===== src/rss_regs.svh =====
// Register offsets, field positions, reset values and timing counts of the rail strobe sequencer.
`ifndef RSS_REGS_SVH
`define RSS_REGS_SVH

`define RSS_ADDR_DELAY_LOW      8'h20
`define RSS_ADDR_DELAY_HIGH     8'h21
`define RSS_ADDR_BUCK_ASSIGN    8'h22

`define RSS_RST_DELAY_LOW       8'h00
`define RSS_RST_DELAY_HIGH      8'h00
`define RSS_RST_BUCK_ASSIGN     8'h98

`define RSS_BIT_PD_MULT         7
`define RSS_BIT_GAP_NINE        0
`define RSS_HIGH_RW_MASK        8'h81
`define RSS_BUCK_TWO_MSB        7
`define RSS_BUCK_TWO_LSB        4
`define RSS_BUCK_ONE_MSB        3
`define RSS_BUCK_ONE_LSB        0

`define RSS_SLOT_FIRST          4'h3
`define RSS_SLOT_LAST           4'ha
`define RSS_STROBE_FIRST        4'h1
`define RSS_STROBE_LAST         4'ha

`define RSS_SYS_CLK_KHZ         10000
`define RSS_GAP_SHORT_US        2000
`define RSS_GAP_LONG_US         5000
`define RSS_PD_FACTOR           10
`define RSS_GAP_SHORT_CYC       ((`RSS_GAP_SHORT_US * `RSS_SYS_CLK_KHZ) / 1000)
`define RSS_GAP_LONG_CYC        ((`RSS_GAP_LONG_US * `RSS_SYS_CLK_KHZ) / 1000)

`endif


===== src/rss_pkg.sv =====
// Types shared by the rail strobe sequencer modules.
`default_nettype none
package rss_pkg;
   typedef struct packed {
      logic       wr;
      logic [7:0] addr;
      logic [7:0] wdata;
   } rss_reg_req_t;

   typedef enum logic [1:0] {RSS_IDLE, RSS_UP, RSS_DOWN} rss_state_t;
endpackage : rss_pkg
`default_nettype wire


===== src/rss_gap_timer.sv =====
// Down counter that times one inter-strobe gap.
`default_nettype none
module rss_gap_timer
   import rss_pkg::*;
#(
   parameter int CW = 20
) (
   input  wire logic          i_sys_clk,
   input  wire logic          i_rst_b,
   input  wire logic          i_start,
   input  wire logic [CW-1:0] i_load,
   output logic               o_done
);
   logic [CW-1:0] cnt_q;

   // Count down from the load value; a new start restarts the gap.
   always_ff @(posedge i_sys_clk) begin
      if (!i_rst_b) begin
         cnt_q <= '0;
      end else if (i_start) begin
         cnt_q <= i_load;
      end else if (cnt_q != '0) begin
         cnt_q <= cnt_q - CW'(1);
      end
   end

   // Done pulses one cycle after the last count, so it is a clean flop output.
   always_ff @(posedge i_sys_clk) begin
      if (!i_rst_b) begin
         o_done <= 1'b0;
      end else begin
         o_done <= !i_start && (cnt_q == CW'(1));
      end
   end
endmodule // rss_gap_timer
`default_nettype wire


===== src/rss_sequencer.sv =====
// Rail strobe sequencer: sequencing registers, strobe stepping and buck rail enables.
`include "rss_regs.svh"
`default_nettype none
module rss_sequencer
   import rss_pkg::*;
#(
   parameter int CW        = 20,
   parameter int SHORT_CYC = `RSS_GAP_SHORT_CYC,
   parameter int LONG_CYC  = `RSS_GAP_LONG_CYC,
   parameter int PD_FACTOR = `RSS_PD_FACTOR
) (
   input  wire logic         i_sys_clk,
   input  wire logic         i_rst_b,
   input  wire rss_reg_req_t i_reg,
   input  wire logic         i_unlocked,
   input  wire logic         i_power_up_req,
   input  wire logic         i_power_down_req,
   output logic [7:0]        o_reg_rdata,
   output logic [3:0]        o_strobe,
   output logic              o_strobe_pulse,
   output logic              o_busy,
   output logic              o_first_buck_rail_en,
   output logic              o_second_buck_rail_en
);
   logic [7:0]    delay_low_q;
   logic [7:0]    delay_high_q;
   logic [7:0]    buck_assign_q;
   rss_state_t    state_q;
   logic [3:0]    strobe_q;
   logic          fire_q;
   logic          timer_done;
   logic          timer_start;
   logic [CW-1:0] gap_load;
   logic [8:0]    gap_sel;
   logic [3:0]    gap_idx;
   logic          wr_ok;

   // True when a slot field names this strobe; values outside 3h..Ah never match.
   function automatic logic slot_hit(input logic [3:0] slot, input logic [3:0] strobe);
      slot_hit = (slot >= `RSS_SLOT_FIRST) && (slot <= `RSS_SLOT_LAST)
                 && (slot == strobe);
   endfunction

   assign wr_ok = i_reg.wr && i_unlocked;

   // Register writes; a locked write is dropped silently.
   always_ff @(posedge i_sys_clk) begin
      if (!i_rst_b) begin
         delay_low_q   <= `RSS_RST_DELAY_LOW;
         delay_high_q  <= `RSS_RST_DELAY_HIGH;
         buck_assign_q <= `RSS_RST_BUCK_ASSIGN;
      end else if (wr_ok) begin
         if (i_reg.addr == `RSS_ADDR_DELAY_LOW) begin
            delay_low_q <= i_reg.wdata;
         end else if (i_reg.addr == `RSS_ADDR_DELAY_HIGH) begin
            delay_high_q <= i_reg.wdata & `RSS_HIGH_RW_MASK;
         end else if (i_reg.addr == `RSS_ADDR_BUCK_ASSIGN) begin
            buck_assign_q <= i_reg.wdata;
         end
      end
   end

   // Read data is registered; unmapped offsets read zero.
   always_ff @(posedge i_sys_clk) begin
      if (!i_rst_b) begin
         o_reg_rdata <= 8'h00;
      end else if (i_reg.addr == `RSS_ADDR_DELAY_LOW) begin
         o_reg_rdata <= delay_low_q;
      end else if (i_reg.addr == `RSS_ADDR_DELAY_HIGH) begin
         o_reg_rdata <= delay_high_q;
      end else if (i_reg.addr == `RSS_ADDR_BUCK_ASSIGN) begin
         o_reg_rdata <= buck_assign_q;
      end else begin
         o_reg_rdata <= 8'h00;
      end
   end

   // Gap n follows strobe n on the way up and precedes it on the way down.
   assign gap_sel = {delay_high_q[`RSS_BIT_GAP_NINE], delay_low_q};
   assign gap_idx = (state_q == RSS_DOWN) ? strobe_q - 4'h2 : strobe_q - 4'h1;

   // Gap length; the multiplier only applies on the way down.
   always_comb begin
      gap_load = gap_sel[gap_idx] ? CW'(LONG_CYC) : CW'(SHORT_CYC);
      if (state_q == RSS_DOWN && delay_high_q[`RSS_BIT_PD_MULT]) begin
         gap_load = gap_sel[gap_idx] ? CW'(LONG_CYC * PD_FACTOR)
                                     : CW'(SHORT_CYC * PD_FACTOR);
      end
   end

   // A gap starts at every strobe except the last of the direction.
   assign timer_start = fire_q
                        && !(state_q == RSS_UP && strobe_q == `RSS_STROBE_LAST)
                        && !(state_q == RSS_DOWN && strobe_q == `RSS_STROBE_FIRST);

   rss_gap_timer #(.CW(CW)) u_gap_timer (
      .i_sys_clk (i_sys_clk),
      .i_rst_b   (i_rst_b),
      .i_start   (timer_start),
      .i_load    (gap_load),
      .o_done    (timer_done)
   );

   // Strobe stepping; requests are ignored while a sequence runs.
   always_ff @(posedge i_sys_clk) begin
      if (!i_rst_b) begin
         state_q  <= RSS_IDLE;
         strobe_q <= 4'h0;
         fire_q   <= 1'b0;
      end else begin
         fire_q <= 1'b0;
         case (state_q)
            RSS_IDLE: begin
               if (i_power_up_req) begin
                  state_q  <= RSS_UP;
                  strobe_q <= `RSS_STROBE_FIRST;
                  fire_q   <= 1'b1;
               end else if (i_power_down_req) begin
                  state_q  <= RSS_DOWN;
                  strobe_q <= `RSS_STROBE_LAST;
                  fire_q   <= 1'b1;
               end
            end
            RSS_UP: begin
               if (timer_done) begin
                  strobe_q <= strobe_q + 4'h1;
                  fire_q   <= 1'b1;
               end else if (fire_q && strobe_q == `RSS_STROBE_LAST) begin
                  state_q <= RSS_IDLE;
               end
            end
            RSS_DOWN: begin
               if (timer_done) begin
                  strobe_q <= strobe_q - 4'h1;
                  fire_q   <= 1'b1;
               end else if (fire_q && strobe_q == `RSS_STROBE_FIRST) begin
                  state_q <= RSS_IDLE;
               end
            end
            default: begin
               state_q <= RSS_IDLE;
            end
         endcase
      end
   end

   // Rails switch only at their own strobe; unsequenced rails hold their level.
   always_ff @(posedge i_sys_clk) begin
      if (!i_rst_b) begin
         o_first_buck_rail_en  <= 1'b0;
         o_second_buck_rail_en <= 1'b0;
      end else if (fire_q) begin
         if (slot_hit(buck_assign_q[`RSS_BUCK_ONE_MSB:`RSS_BUCK_ONE_LSB], strobe_q)) begin
            o_first_buck_rail_en <= (state_q == RSS_UP);
         end
         if (slot_hit(buck_assign_q[`RSS_BUCK_TWO_MSB:`RSS_BUCK_TWO_LSB], strobe_q)) begin
            o_second_buck_rail_en <= (state_q == RSS_UP);
         end
      end
   end

   // Strobe status mirrors, one cycle behind the internal strobe.
   always_ff @(posedge i_sys_clk) begin
      if (!i_rst_b) begin
         o_strobe       <= 4'h0;
         o_strobe_pulse <= 1'b0;
         o_busy         <= 1'b0;
      end else begin
         o_strobe       <= strobe_q;
         o_strobe_pulse <= fire_q;
         o_busy         <= (state_q != RSS_IDLE);
      end
   end

   // Helper logic measuring the spacing between strobes for the checks below.
   logic [CW:0]   gap_cnt_q;
   logic [CW-1:0] exp_q;
   logic          armed_q;
   always_ff @(posedge i_sys_clk) begin
      if (!i_rst_b) begin
         gap_cnt_q <= '0;
         exp_q     <= '0;
         armed_q   <= 1'b0;
      end else if (fire_q) begin
         gap_cnt_q <= (CW+1)'(1);
         exp_q     <= gap_load;
         armed_q   <= timer_start;
      end else begin
         gap_cnt_q <= gap_cnt_q + (CW+1)'(1);
      end
   end

   a_gap_up_len: assert property (@(posedge i_sys_clk) disable iff (!i_rst_b)
      fire_q && armed_q && state_q == RSS_UP |-> gap_cnt_q == (CW+1)'(exp_q) + (CW+1)'(2))
      else $error("power-up gap length wrong");
   a_gap_nine_sel: assert property (@(posedge i_sys_clk) disable iff (!i_rst_b)
      fire_q && state_q == RSS_UP && strobe_q == 4'h9 |->
      gap_load == (delay_high_q[0] ? CW'(LONG_CYC) : CW'(SHORT_CYC)))
      else $error("gap nine select wrong");
   a_gap_down_len: assert property (@(posedge i_sys_clk) disable iff (!i_rst_b)
      fire_q && armed_q && state_q == RSS_DOWN |-> gap_cnt_q == (CW+1)'(exp_q) + (CW+1)'(2))
      else $error("power-down gap length wrong");
   a_up_unscaled: assert property (@(posedge i_sys_clk) disable iff (!i_rst_b)
      timer_start && state_q == RSS_UP |->
      (gap_load == CW'(SHORT_CYC) || gap_load == CW'(LONG_CYC)))
      else $error("power-up gap was scaled");
   a_rail_on_slot: assert property (@(posedge i_sys_clk) disable iff (!i_rst_b)
      $rose(o_first_buck_rail_en) |-> $past(slot_hit(buck_assign_q[3:0], strobe_q))
      && $past(fire_q))
      else $error("first rail enabled off its strobe");
   a_reserved_zero: assert property (@(posedge i_sys_clk) disable iff (!i_rst_b)
      i_reg.addr == `RSS_ADDR_DELAY_HIGH |=> o_reg_rdata[6:1] == 6'h00)
      else $error("reserved bits not zero");
   a_reset_values: assert property (@(posedge i_sys_clk)
      !i_rst_b |=> delay_low_q == 8'h00 && buck_assign_q == 8'h98 && delay_high_q == 8'h00)
      else $error("reset value wrong");
   a_locked_write: assert property (@(posedge i_sys_clk) disable iff (!i_rst_b)
      i_reg.wr && !i_unlocked |=> $stable(delay_low_q) && $stable(delay_high_q)
      && $stable(buck_assign_q))
      else $error("locked write took effect");
endmodule // rss_sequencer
`default_nettype wire


===== config.mk =====
export PLATFORM = sky130hd
export DESIGN_NAME = rss_sequencer
export DESIGN_NICKNAME = d
export VERILOG_FILES = /design/src/rss_pkg.sv /design/src/rss_gap_timer.sv /design/src/rss_sequencer.sv
export VERILOG_INCLUDE_DIRS = /design/src
export SDC_FILE = /design/constraint.sdc
export NUM_CORES = 1
export LEC_CHECK = 0
export BUFFER_PORTS_ARGS = -buffer_cell sky130_fd_sc_hd__buf_2
export CELL_PAD_IN_SITES_DETAIL_PLACEMENT = 1
export CELL_PAD_IN_SITES_GLOBAL_PLACEMENT = 1
export CORE_ASPECT_RATIO = 1.2
export CORE_UTILIZATION = 45
export DETAILED_ROUTE_END_ITERATION = 6
export GPL_ROUTABILITY_DRIVEN = 0
export PLACE_DENSITY_LB_ADDON = 0.2
export REMOVE_ABC_BUFFERS = 1
export SLEW_MARGIN = 25
export SYNTH_ARGS = -nofsm -noshare
export SYNTH_HDL_FRONTEND = slang
export SYNTH_SLANG_ARGS = --single-unit

===== constraint.sdc =====
create_clock -name i_sys_clk -period 3.5 [get_ports i_sys_clk]
set_clock_uncertainty 0.1 [all_clocks]
set_input_delay 0.525 -clock i_sys_clk [delete_from_list [all_inputs] [get_ports i_sys_clk]]
set_output_delay 0.525 -clock i_sys_clk [all_outputs]
set_load 0.01 [all_outputs]

After elaboration in Yosys (flattened, before gate mapping):

Index checks and enable logic that the tools add are counted.

* bits in registers: 62
* input bits: 22
* word-level logic and storage cells: 98
* output and inout bits: 16

* $add $sub $neg: 4
* multiplexer cells: 27
* equal/unequal tests: 17
* reduce and logical (&&, ||, !) cells: 29
* magnitude comparators: 5
* bitwise gates (word level): 2

Operators with widths (number)
* $mux 20: 2
* $mux 19: 2
* $eq 8x6->1 const B: 3
* $mux 8: 3
* $eq 20x1->1 const B: 1
* $mux 4: 5
* $reduce_bool 20->1: 1
* $sub 20x1->20 const B: 1
* $mux 16: 1
* $logic_and 1x1->1: 13
* $mux 2: 6
* $pmux 4 s3: 1
* $eq 4x4->1: 2
* $ge 4x2->1 const B: 2
* $le 4x4->1 const B: 2
* $ne 2x1->1 const B: 4
* $reduce_and 4->1: 2
* $pmux 2 s3: 1
* $reduce_and 2->1: 3
* $lt 4x5->1 const B: 1
* $reduce_and 5->1: 1
* $add 4x1->4 const B: 1
* $bmux 1 s4: 1
* $eq 4x1->1 const B: 1
* 16 further kinds: 24

Longest topological paths before layout:

Gate-level depths: netlist (run 1).

* depth after elaboration: 7
* gate-level depth with buffers: 12

By module:

Synthesis (run 1) repeated with hierarchy kept, for this count alone.

* cells, all modules: 406
* area total of the unflattened synthesis: 3475.8 um2

Modules (own cells, without submodules)
* rss_sequencer: cells an instance 247, instances 1, area each 2252.2 um2
* rss_gap_timer: cells an instance 159, instances 1, area each 1223.7 um2

Worst setup path before layout (run 1):

OpenSTA, ideal clock, no wires.

* path type: register to register
* from: register strobe_q[0]
* to: register u_gap_timer.cnt_q[18]
* setup slack: 551 ps
* data arrival time: 2723 ps
* path buffers: 2
* stages on the path, launching flop included: 12
* period minus slack after synthesis: 2949 ps
* path through: dfxtp_1 clkbuf_1 inv_1 ha_1 clkbuf_1 mux2_2 a2111o_1 o211ai_1 nand3_1 ha_1 o21ai_0 o31ai_1

* longest elaborated chain between the ends: 7

RTL lines
* start, declared: line rss_sequencer.sv:29 `logic [3:0] strobe_q;`
* start signal, assigned: line rss_sequencer.sv:116 `` strobe_q <= `RSS_STROBE_FIRST; ``
* start signal, assigned: line rss_sequencer.sv:120 `` strobe_q <= `RSS_STROBE_LAST; ``
* start signal, assigned: line rss_sequencer.sv:126 `strobe_q <= strobe_q + 4'h1;`
* $sub 4x1->4 or $sub 4x2->4 (tied branches): line rss_sequencer.sv:80 `assign gap_idx = (state_q == RSS_DOWN) ? strobe_q - 4'h2 : strobe_q - 4'h1;`
* $mux 4: line rss_sequencer.sv:80
* $bmux 1 s4: line rss_sequencer.sv:86 `gap_load = gap_sel[gap_idx] ? CW'(LONG_CYC * PD_FACTOR)`
* $mux 1 (implied by the code): line rss_sequencer.sv:86
* $mux 19: line rss_sequencer.sv:86
* $mux 19: line rss_sequencer.sv:85 `` if (state_q == RSS_DOWN && delay_high_q[`RSS_BIT_PD_MULT]) begin ``
* $mux 20: line rss_gap_timer.sv:20 `end else if (i_start) begin`
* end signal, assigned: line rss_gap_timer.sv:21 `cnt_q <= i_load;`
* end signal, assigned: line rss_gap_timer.sv:23 `cnt_q <= cnt_q - CW'(1);`
* end, declared: line rss_gap_timer.sv:14 `logic [CW-1:0] cnt_q;`

Parallel ways exist; a longest one is shown, timed or not. The select of a mux whose other input is x is not followed.
A chain may end at the register's enable or synchronous reset.

Worst setup path after layout (run 1):

Ends and elaborated chain as after synthesis.

==> results of run 1 <==
## layer usage
metal,track usage [%],vias to the layer above
met2,42.1,54
met4,9.48,0
met5,0,-
met3,6.32,19
li1,-,1415
met1,27.9,1390
## where the power goes
group	internal (mW)	total, mW	switching (mW)	leakage (nW)
logic	0.611	1.52	0.905	0.932
clock network	0.367	0.656	0.289	0.0996
registers	0.850	1.05	0.202	0.505
## metrics by stage
step / std cells / worst slack [ps] / hold WS [ps] / util [%] / power, mW
final: 508 / 303 / 315 / 53.0 / 3.22
after CTS: 508 / 318 / 308 / 53.0 / 3.25
after floorplan: 362 / 642 / 345 / - / 2.16
after detailed placement: 492 / 347 / 368 / 50.2 / 2.57
after global placement: 492 / 574 / 356 / 50.2 / 2.51
after global routing: 508 / 185 / 313 / 53.0 / 3.46
## flip-flops by register name, indices dropped and copies added (netlist names)
name,count
delay_low_q,8
o_first_buck_rail_en,1
state_q,2
delay_high_q,2
fire_q,1
u_gap_timer.o_done,1
o_strobe_pulse,1
buck_assign_q,8
o_strobe,4
o_second_buck_rail_en,1
u_gap_timer.cnt_q,20
o_busy,1
o_reg_rdata,8
strobe_q,4
## cell type report
| cell class | count | area share (%) |
|---|---|---|
| Multi-Input combinational cell | 278 | 51.8 |
| Clock inverter | 3 | 1.11 |
| Tap cell | 90 | 2.94 |
| Sequential cell | 62 | 32.4 |
| Clock buffer | 13 | 4.15 |
| Timing Repair Buffer | 40 | 5.42 |
| Inverter | 22 | 2.16 |
## worst min-delay path, cell delays in order
cell and delay (ps):
buf_2 90, mux2i_1 60, nand2_1 50
## cell usage after synthesis, types with 5 or more instances
master	instances	area, um2
mux2i_1	24	240
or3_1	5	31.3
o21ai_0	13	65.1
inv_1	22	82.6
ha_1	19	238
a21oi_1	28	140
nor2_1	47	176
xor2_1	12	105
nor4_1	6	37.5
a211oi_1	6	45.0
clkbuf_1	8	30.0
nand3b_1	5	37.5
dfxtp_1	62	1240
o211ai_1	11	82.6
nand2b_1	5	31.3
nor2b_1	6	37.5
nand3_1	11	55.1
xnor2_1	10	87.6
nand2_1	14	52.6
a22oi_1	6	45.0
## cells by family after synthesis
family | after synthesis | share of synthesized area [%]
and+or+nand+nor | 126 | 22.0
AOI/OAI and AO/OA | 85 | 16.3
DFF | 62 | 36.8
buffers and inverters | 36 | 4.38
muxes | 26 | 7.79
xor gates and xnor gates | 22 | 5.71
adders and majority gates | 19 | 7.05
## worst paths after layout
path                                           start                    end  depth (start not counted)
worst max-delay path                     strobe_q[0]  u_gap_timer.cnt_q[18]                          9
worst min-delay path                        i_reg[3]       buck_assign_q[3]                          3
worst max register to register           strobe_q[0]  u_gap_timer.cnt_q[18]                          9
worst min register to register  u_gap_timer.cnt_q[1]   u_gap_timer.cnt_q[1]                          2
==> impl_metrics.toml, run 1 <==
[status]
status = "complete, no violations"

[drt]
postRouteAntennaNets = 0
drtIter0Drc = 87
drc = 0
drt-pass1-iter-count = 4
wire_per_inst_um = 17.2
viasPerCell = 5.67
routed_wl_um = 8730
route.met3.wl_um = 274
wl_met1_um = 3680
dr_wl_met2_um = 4590
top_layer_used = "met4"
vias = 2878

[yosys]
ys.flop_type = "dfxtp_1"
syn_avg_cell_area_um2 = 8.97
synthCells = 376
yosys_warnings = 0
synth_edf_count = 0
ys_ff_latch = 62
async_reset_ff_share_pct = 0
synth_area_um2 = 3370
ys_seq_area_share_pct = 36.8
ys_types = 54

[worst_setup_path]
critical-path-max-stage-delay_ps = 560
cp_top_family = "compound AO/OA/AOI/OAI gates"
slowest_stage = "dfxtp_1"
critPathArrivalTime_ps = 3320
cpMostUsedCell = "ha_1"
criticalPathCategory = "register to register"
crit_buf_inv = 1
cp.required_ps = 3620
path_max_fanout = 10
reg2reg_setup_slack_ps = 300
end_kind = "register"
start_kind = "register"
crit_chain = "inv_1 -> ha_1 -> mux2_2 -> a2111o_1 -> o211ai_1 -> nand3_1 -> ha_1 -> o21ai_0 -> o31ai_1"

[cts]
clock_path_buffers = 2
root_buffer = "clkbuf_8"
cts_resized = 0
h-tree-depth = 3
cts_buffers = 9
clk_pin_slew_worst_paths_ps = 70
clk_latency_ps = 350
cts_hold_buf = 0
clock-sinks = 62
cts_setup_buffers = 0
cts_tree = "yes"

[timing]
relSlewSlack_pct = 37.6
tns_ps = 0
timing.fmax_ghz = 0.313
period_minus_slack_ps = 3200
finalHoldViolCount = 0
worst_pin_slew_ps = 931
setup_violations = 0
rsz0062_at_grt = "no"
finalCritPeriodShare_pct = 91.3
drv_slew = 0

[global_routing]
antenna_found_initial = 0
grt_usage_pct = 24.4
grt_max_degree = 38
grt_pass1_wl_um = 14500
first_global_vias = 2916
overflow = 0

[worst_hold_path]
hp-class = "primary input to register"

[pwr]
ir_worst_vdd_uv = 424
powerDensity_nw_per_um2 = 842
p_leak_nw = 1.54

[floorplan]
core_um2 = 7230
start_util_pct = 46.6
die_w_um = 81.0
dieArea_um2 = 7850
rows = 34
die_height_um = 96.8
ios = 38

[job]
cap_violations = 0

[place]
place.port_buffers = 37
placed_cell_area_um2 = 3630
dp_hpwl_um = 6350

[final_layout]
drive_gt1_share_pct = 16.7
final_cell_area_um2 = 3830
final_nets = 454
diodes = 0
area_growth_pct = 13.5
multi_input_area_um2 = 1980
seqCellArea_um2 = 1240
fillers = 894
final_common_cell = "dfxtp_1"
final_cell_mix = "dfxtp_1, nor2_1, buf_2, a21oi_1, mux2i_1"
No activity file was read; power rests on OpenSTA's default activity.
==> inputs of run 2 (changes only) <==
--- a/config.mk
+++ b/config.mk
@@ -6,11 +6,12 @@
 export SDC_FILE = /design/constraint.sdc
 export NUM_CORES = 1
 export LEC_CHECK = 0
+export ABC_AREA = 1
 export BUFFER_PORTS_ARGS = -buffer_cell sky130_fd_sc_hd__buf_2
 export CELL_PAD_IN_SITES_DETAIL_PLACEMENT = 1
 export CELL_PAD_IN_SITES_GLOBAL_PLACEMENT = 1
-export CORE_ASPECT_RATIO = 1.2
-export CORE_UTILIZATION = 45
+export CORE_ASPECT_RATIO = 0.6
+export CORE_UTILIZATION = 42
 export DETAILED_ROUTE_END_ITERATION = 6
 export GPL_ROUTABILITY_DRIVEN = 0
 export PLACE_DENSITY_LB_ADDON = 0.2
==> impl_metrics.toml, run 2 <==
[status]
status = "complete, no violations"

[worst_hold_path]
hp-class = "primary input to register"
min-delay-start = "i_reg[2]"
hold_path_depth = 3

[final_layout]
final_cell_mix = "nand2_1, inv_1, nor2_1, dfxtp_1, a21oi_1"
largest_register = "u_gap_timer.cnt_q"
area_growth_pct = 14.8
final_common_cell = "nand2_1"
largest_reg_flops = 20
diodes = 0
drive_gt1_share_pct = 13.7
final_nets = 600

[drt]
routed_wl_um = 11100
wire_per_inst_um = 16.5
drc = 0
drtIter0Drc = 244
viasPerCell = 5.33
postRouteAntennaNets = 0
vias = 3581
drt-pass1-iter-count = 5

[yosys]
synthCells = 523
synth_edf_count = 0
yosysTopAreaCell = "dfxtp_1"
post-synth-top-count-cell = "nand2_1"
syn_avg_cell_area_um2 = 6.81
yosys-top-cells-count = "nand2_1, inv_1, nor2_1"
ys.flop_type = "dfxtp_1"
synth_area_um2 = 3560
ys_ff_latch = 62
synthDominantCellAreaShare_pct = 34.9
synth_area_leaders = "dfxtp_1, nand2_1, inv_1"
ys_seq_area_share_pct = 34.9
ys_types = 38
async_reset_ff_share_pct = 0
yosys_warnings = 0

[worst_setup_path]
r2r_cells = 15
path_max_fanout = 11
slowest_stage = "ha_1"
start_kind = "register"
crit_start = "state_q[0]"
end_kind = "register"
cpMostUsedCell = "nand2_1"
critical-path-max-stage-delay_ps = 450
cp.required_ps = 3660
crit_chain = "inv_1 -> ha_1 -> ha_1 -> inv_1 -> nand2_1 -> nand2_1 -> nand2_1 -> nand2_1 -> nand2_1 -> nand3_1 -> nand2_1 -> inv_1 -> ha_1 -> or2_2 -> a21oi_1"
criticalPathCategory = "register to register"
critPathArrivalTime_ps = 2970
rr_startpoint = "state_q[0]"

[global_routing]
first_global_vias = 3584
overflow = 0
grt_pass1_wl_um = 18200
grt_usage_pct = 27.6
grt_max_degree = 31
antenna_found_initial = 0

[cts]
clk_latency_ps = 340
root_buffer = "clkbuf_16"
cts_buffers = 9
cts_resized = 0
cts_setup_buffers = 0
clk_pin_slew_worst_paths_ps = 50
cts_tree = "yes"
clock-sinks = 62
h-tree-depth = 3
cts_hold_buf = 0
clock_path_buffers = 2

[pwr]
powerDensity_nw_per_um2 = 911
combPwrFrac_pct = 49.6
intPower_mw = 2.00
p_sw_mw = 1.73
netSwitchingFraction_pct = 46.4
total_power_mw = 3.72
pwr-share-seq_pct = 27.0
ir_worst_vdd_uv = 375
pwr-share-clk_pct = 23.4
p_leak_nw = 1.99

[timing]
setup_violations = 0
finalCritPeriodShare_pct = 80.2
worst_pin_slew_ps = 901
relSlewSlack_pct = 39.3
tns_ps = 0
timing.fmax_ghz = 0.356
period_minus_slack_ps = 2810
drv_slew = 0
finalHoldViolCount = 0
rsz0062_at_grt = "no"

[place]
place.port_buffers = 37
dp_hpwl_um = 8530

[floorplan]
ios = 38
rows = 25
dieArea_um2 = 8860
start_util_pct = 44.3
die_height_um = 73.3
die_w_um = 121
core_um2 = 8040

[job]
cap_violations = 0
==> run 2: critical path: cells and delay by family, from the launching register on <==
family | cells | cell delay [ps]
buffers and inverters | 3 | 260
adders and majority gates | 3 | 1010
DFF | 1 | 380
AOI/OAI and AO/OA | 1 | 130
and+or+nand+nor | 8 | 830
==> run 2: cell type report <==
| type | instances | area, um2 |
|---|---|---|
| Multi-Input combinational cell | 377 | 1960 |
| Clock buffer | 9 | 225 |
| Inverter | 72 | 270 |
| Clock inverter | 7 | 65.1 |
| Sequential cell | 62 | 1240 |
| Tap cell | 108 | 135 |
| Fill cell | 1084 | 3950 |
| Timing Repair Buffer | 37 | 185 |
==> run 2: per-stage QoR <==
step / worst slack (ps) / hold slack, ps / cells / cell area [um2] / utilization, %
floorplan: 1080 / 333 / 511 / 3480 / -
global placement: 926 / 361 / 656 / 3800 / 47.2
detailed placement: 725 / 365 / 656 / 3800 / 47.2
CTS: 711 / 331 / 672 / 4090 / 50.8
global route: 486 / 340 / 672 / 4090 / 50.8
finish: 694 / 341 / 672 / 4090 / 50.8
==> run 2: path summary, 6_finish.rpt <==
kind / to / slack, ps
min: delay_low_q[2] / 340
max: u_gap_timer.cnt_q[8] / 690
min reg2reg: o_strobe_pulse / 370
max reg2reg: u_gap_timer.cnt_q[8] / 690
==> run 2: kinds of logic (layout without fill, tap and decap cells) <==
group	Yosys count	count (layout)	synth area share, %
AO/OA/AOI/OAI	86	86	12.9
XOR/XNOR	15	15	3.69
adder cells (fa/ha/maj)	19	19	6.68
buffers and inverters	84	125	9.95
flip-flops	62	62	34.9
AND/OR/NAND/NOR	257	257	31.9
==> run 2: routing by layer <==
layer | global-route usage, % | part of all wire, %
met5 | 0 | 0
met4 | 8.09 | 1.3
met3 | 7.45 | 8.3
met2 | 38.9 | 39
met1 | 40.5 | 51
==> run 2: power by group through the flow <==
stage          Sequential, mW  Combinational (mW)  Clock [mW]
6_report                 1.01                1.85       0.870
5_1_grt                  1.02                2.08       0.910
4_1_cts                  1.00                1.81       0.886
3_5_place_dp             1.01                1.78           0
3_3_place_gp             1.00                1.70           0
2_1_floorplan           0.973                1.30           0
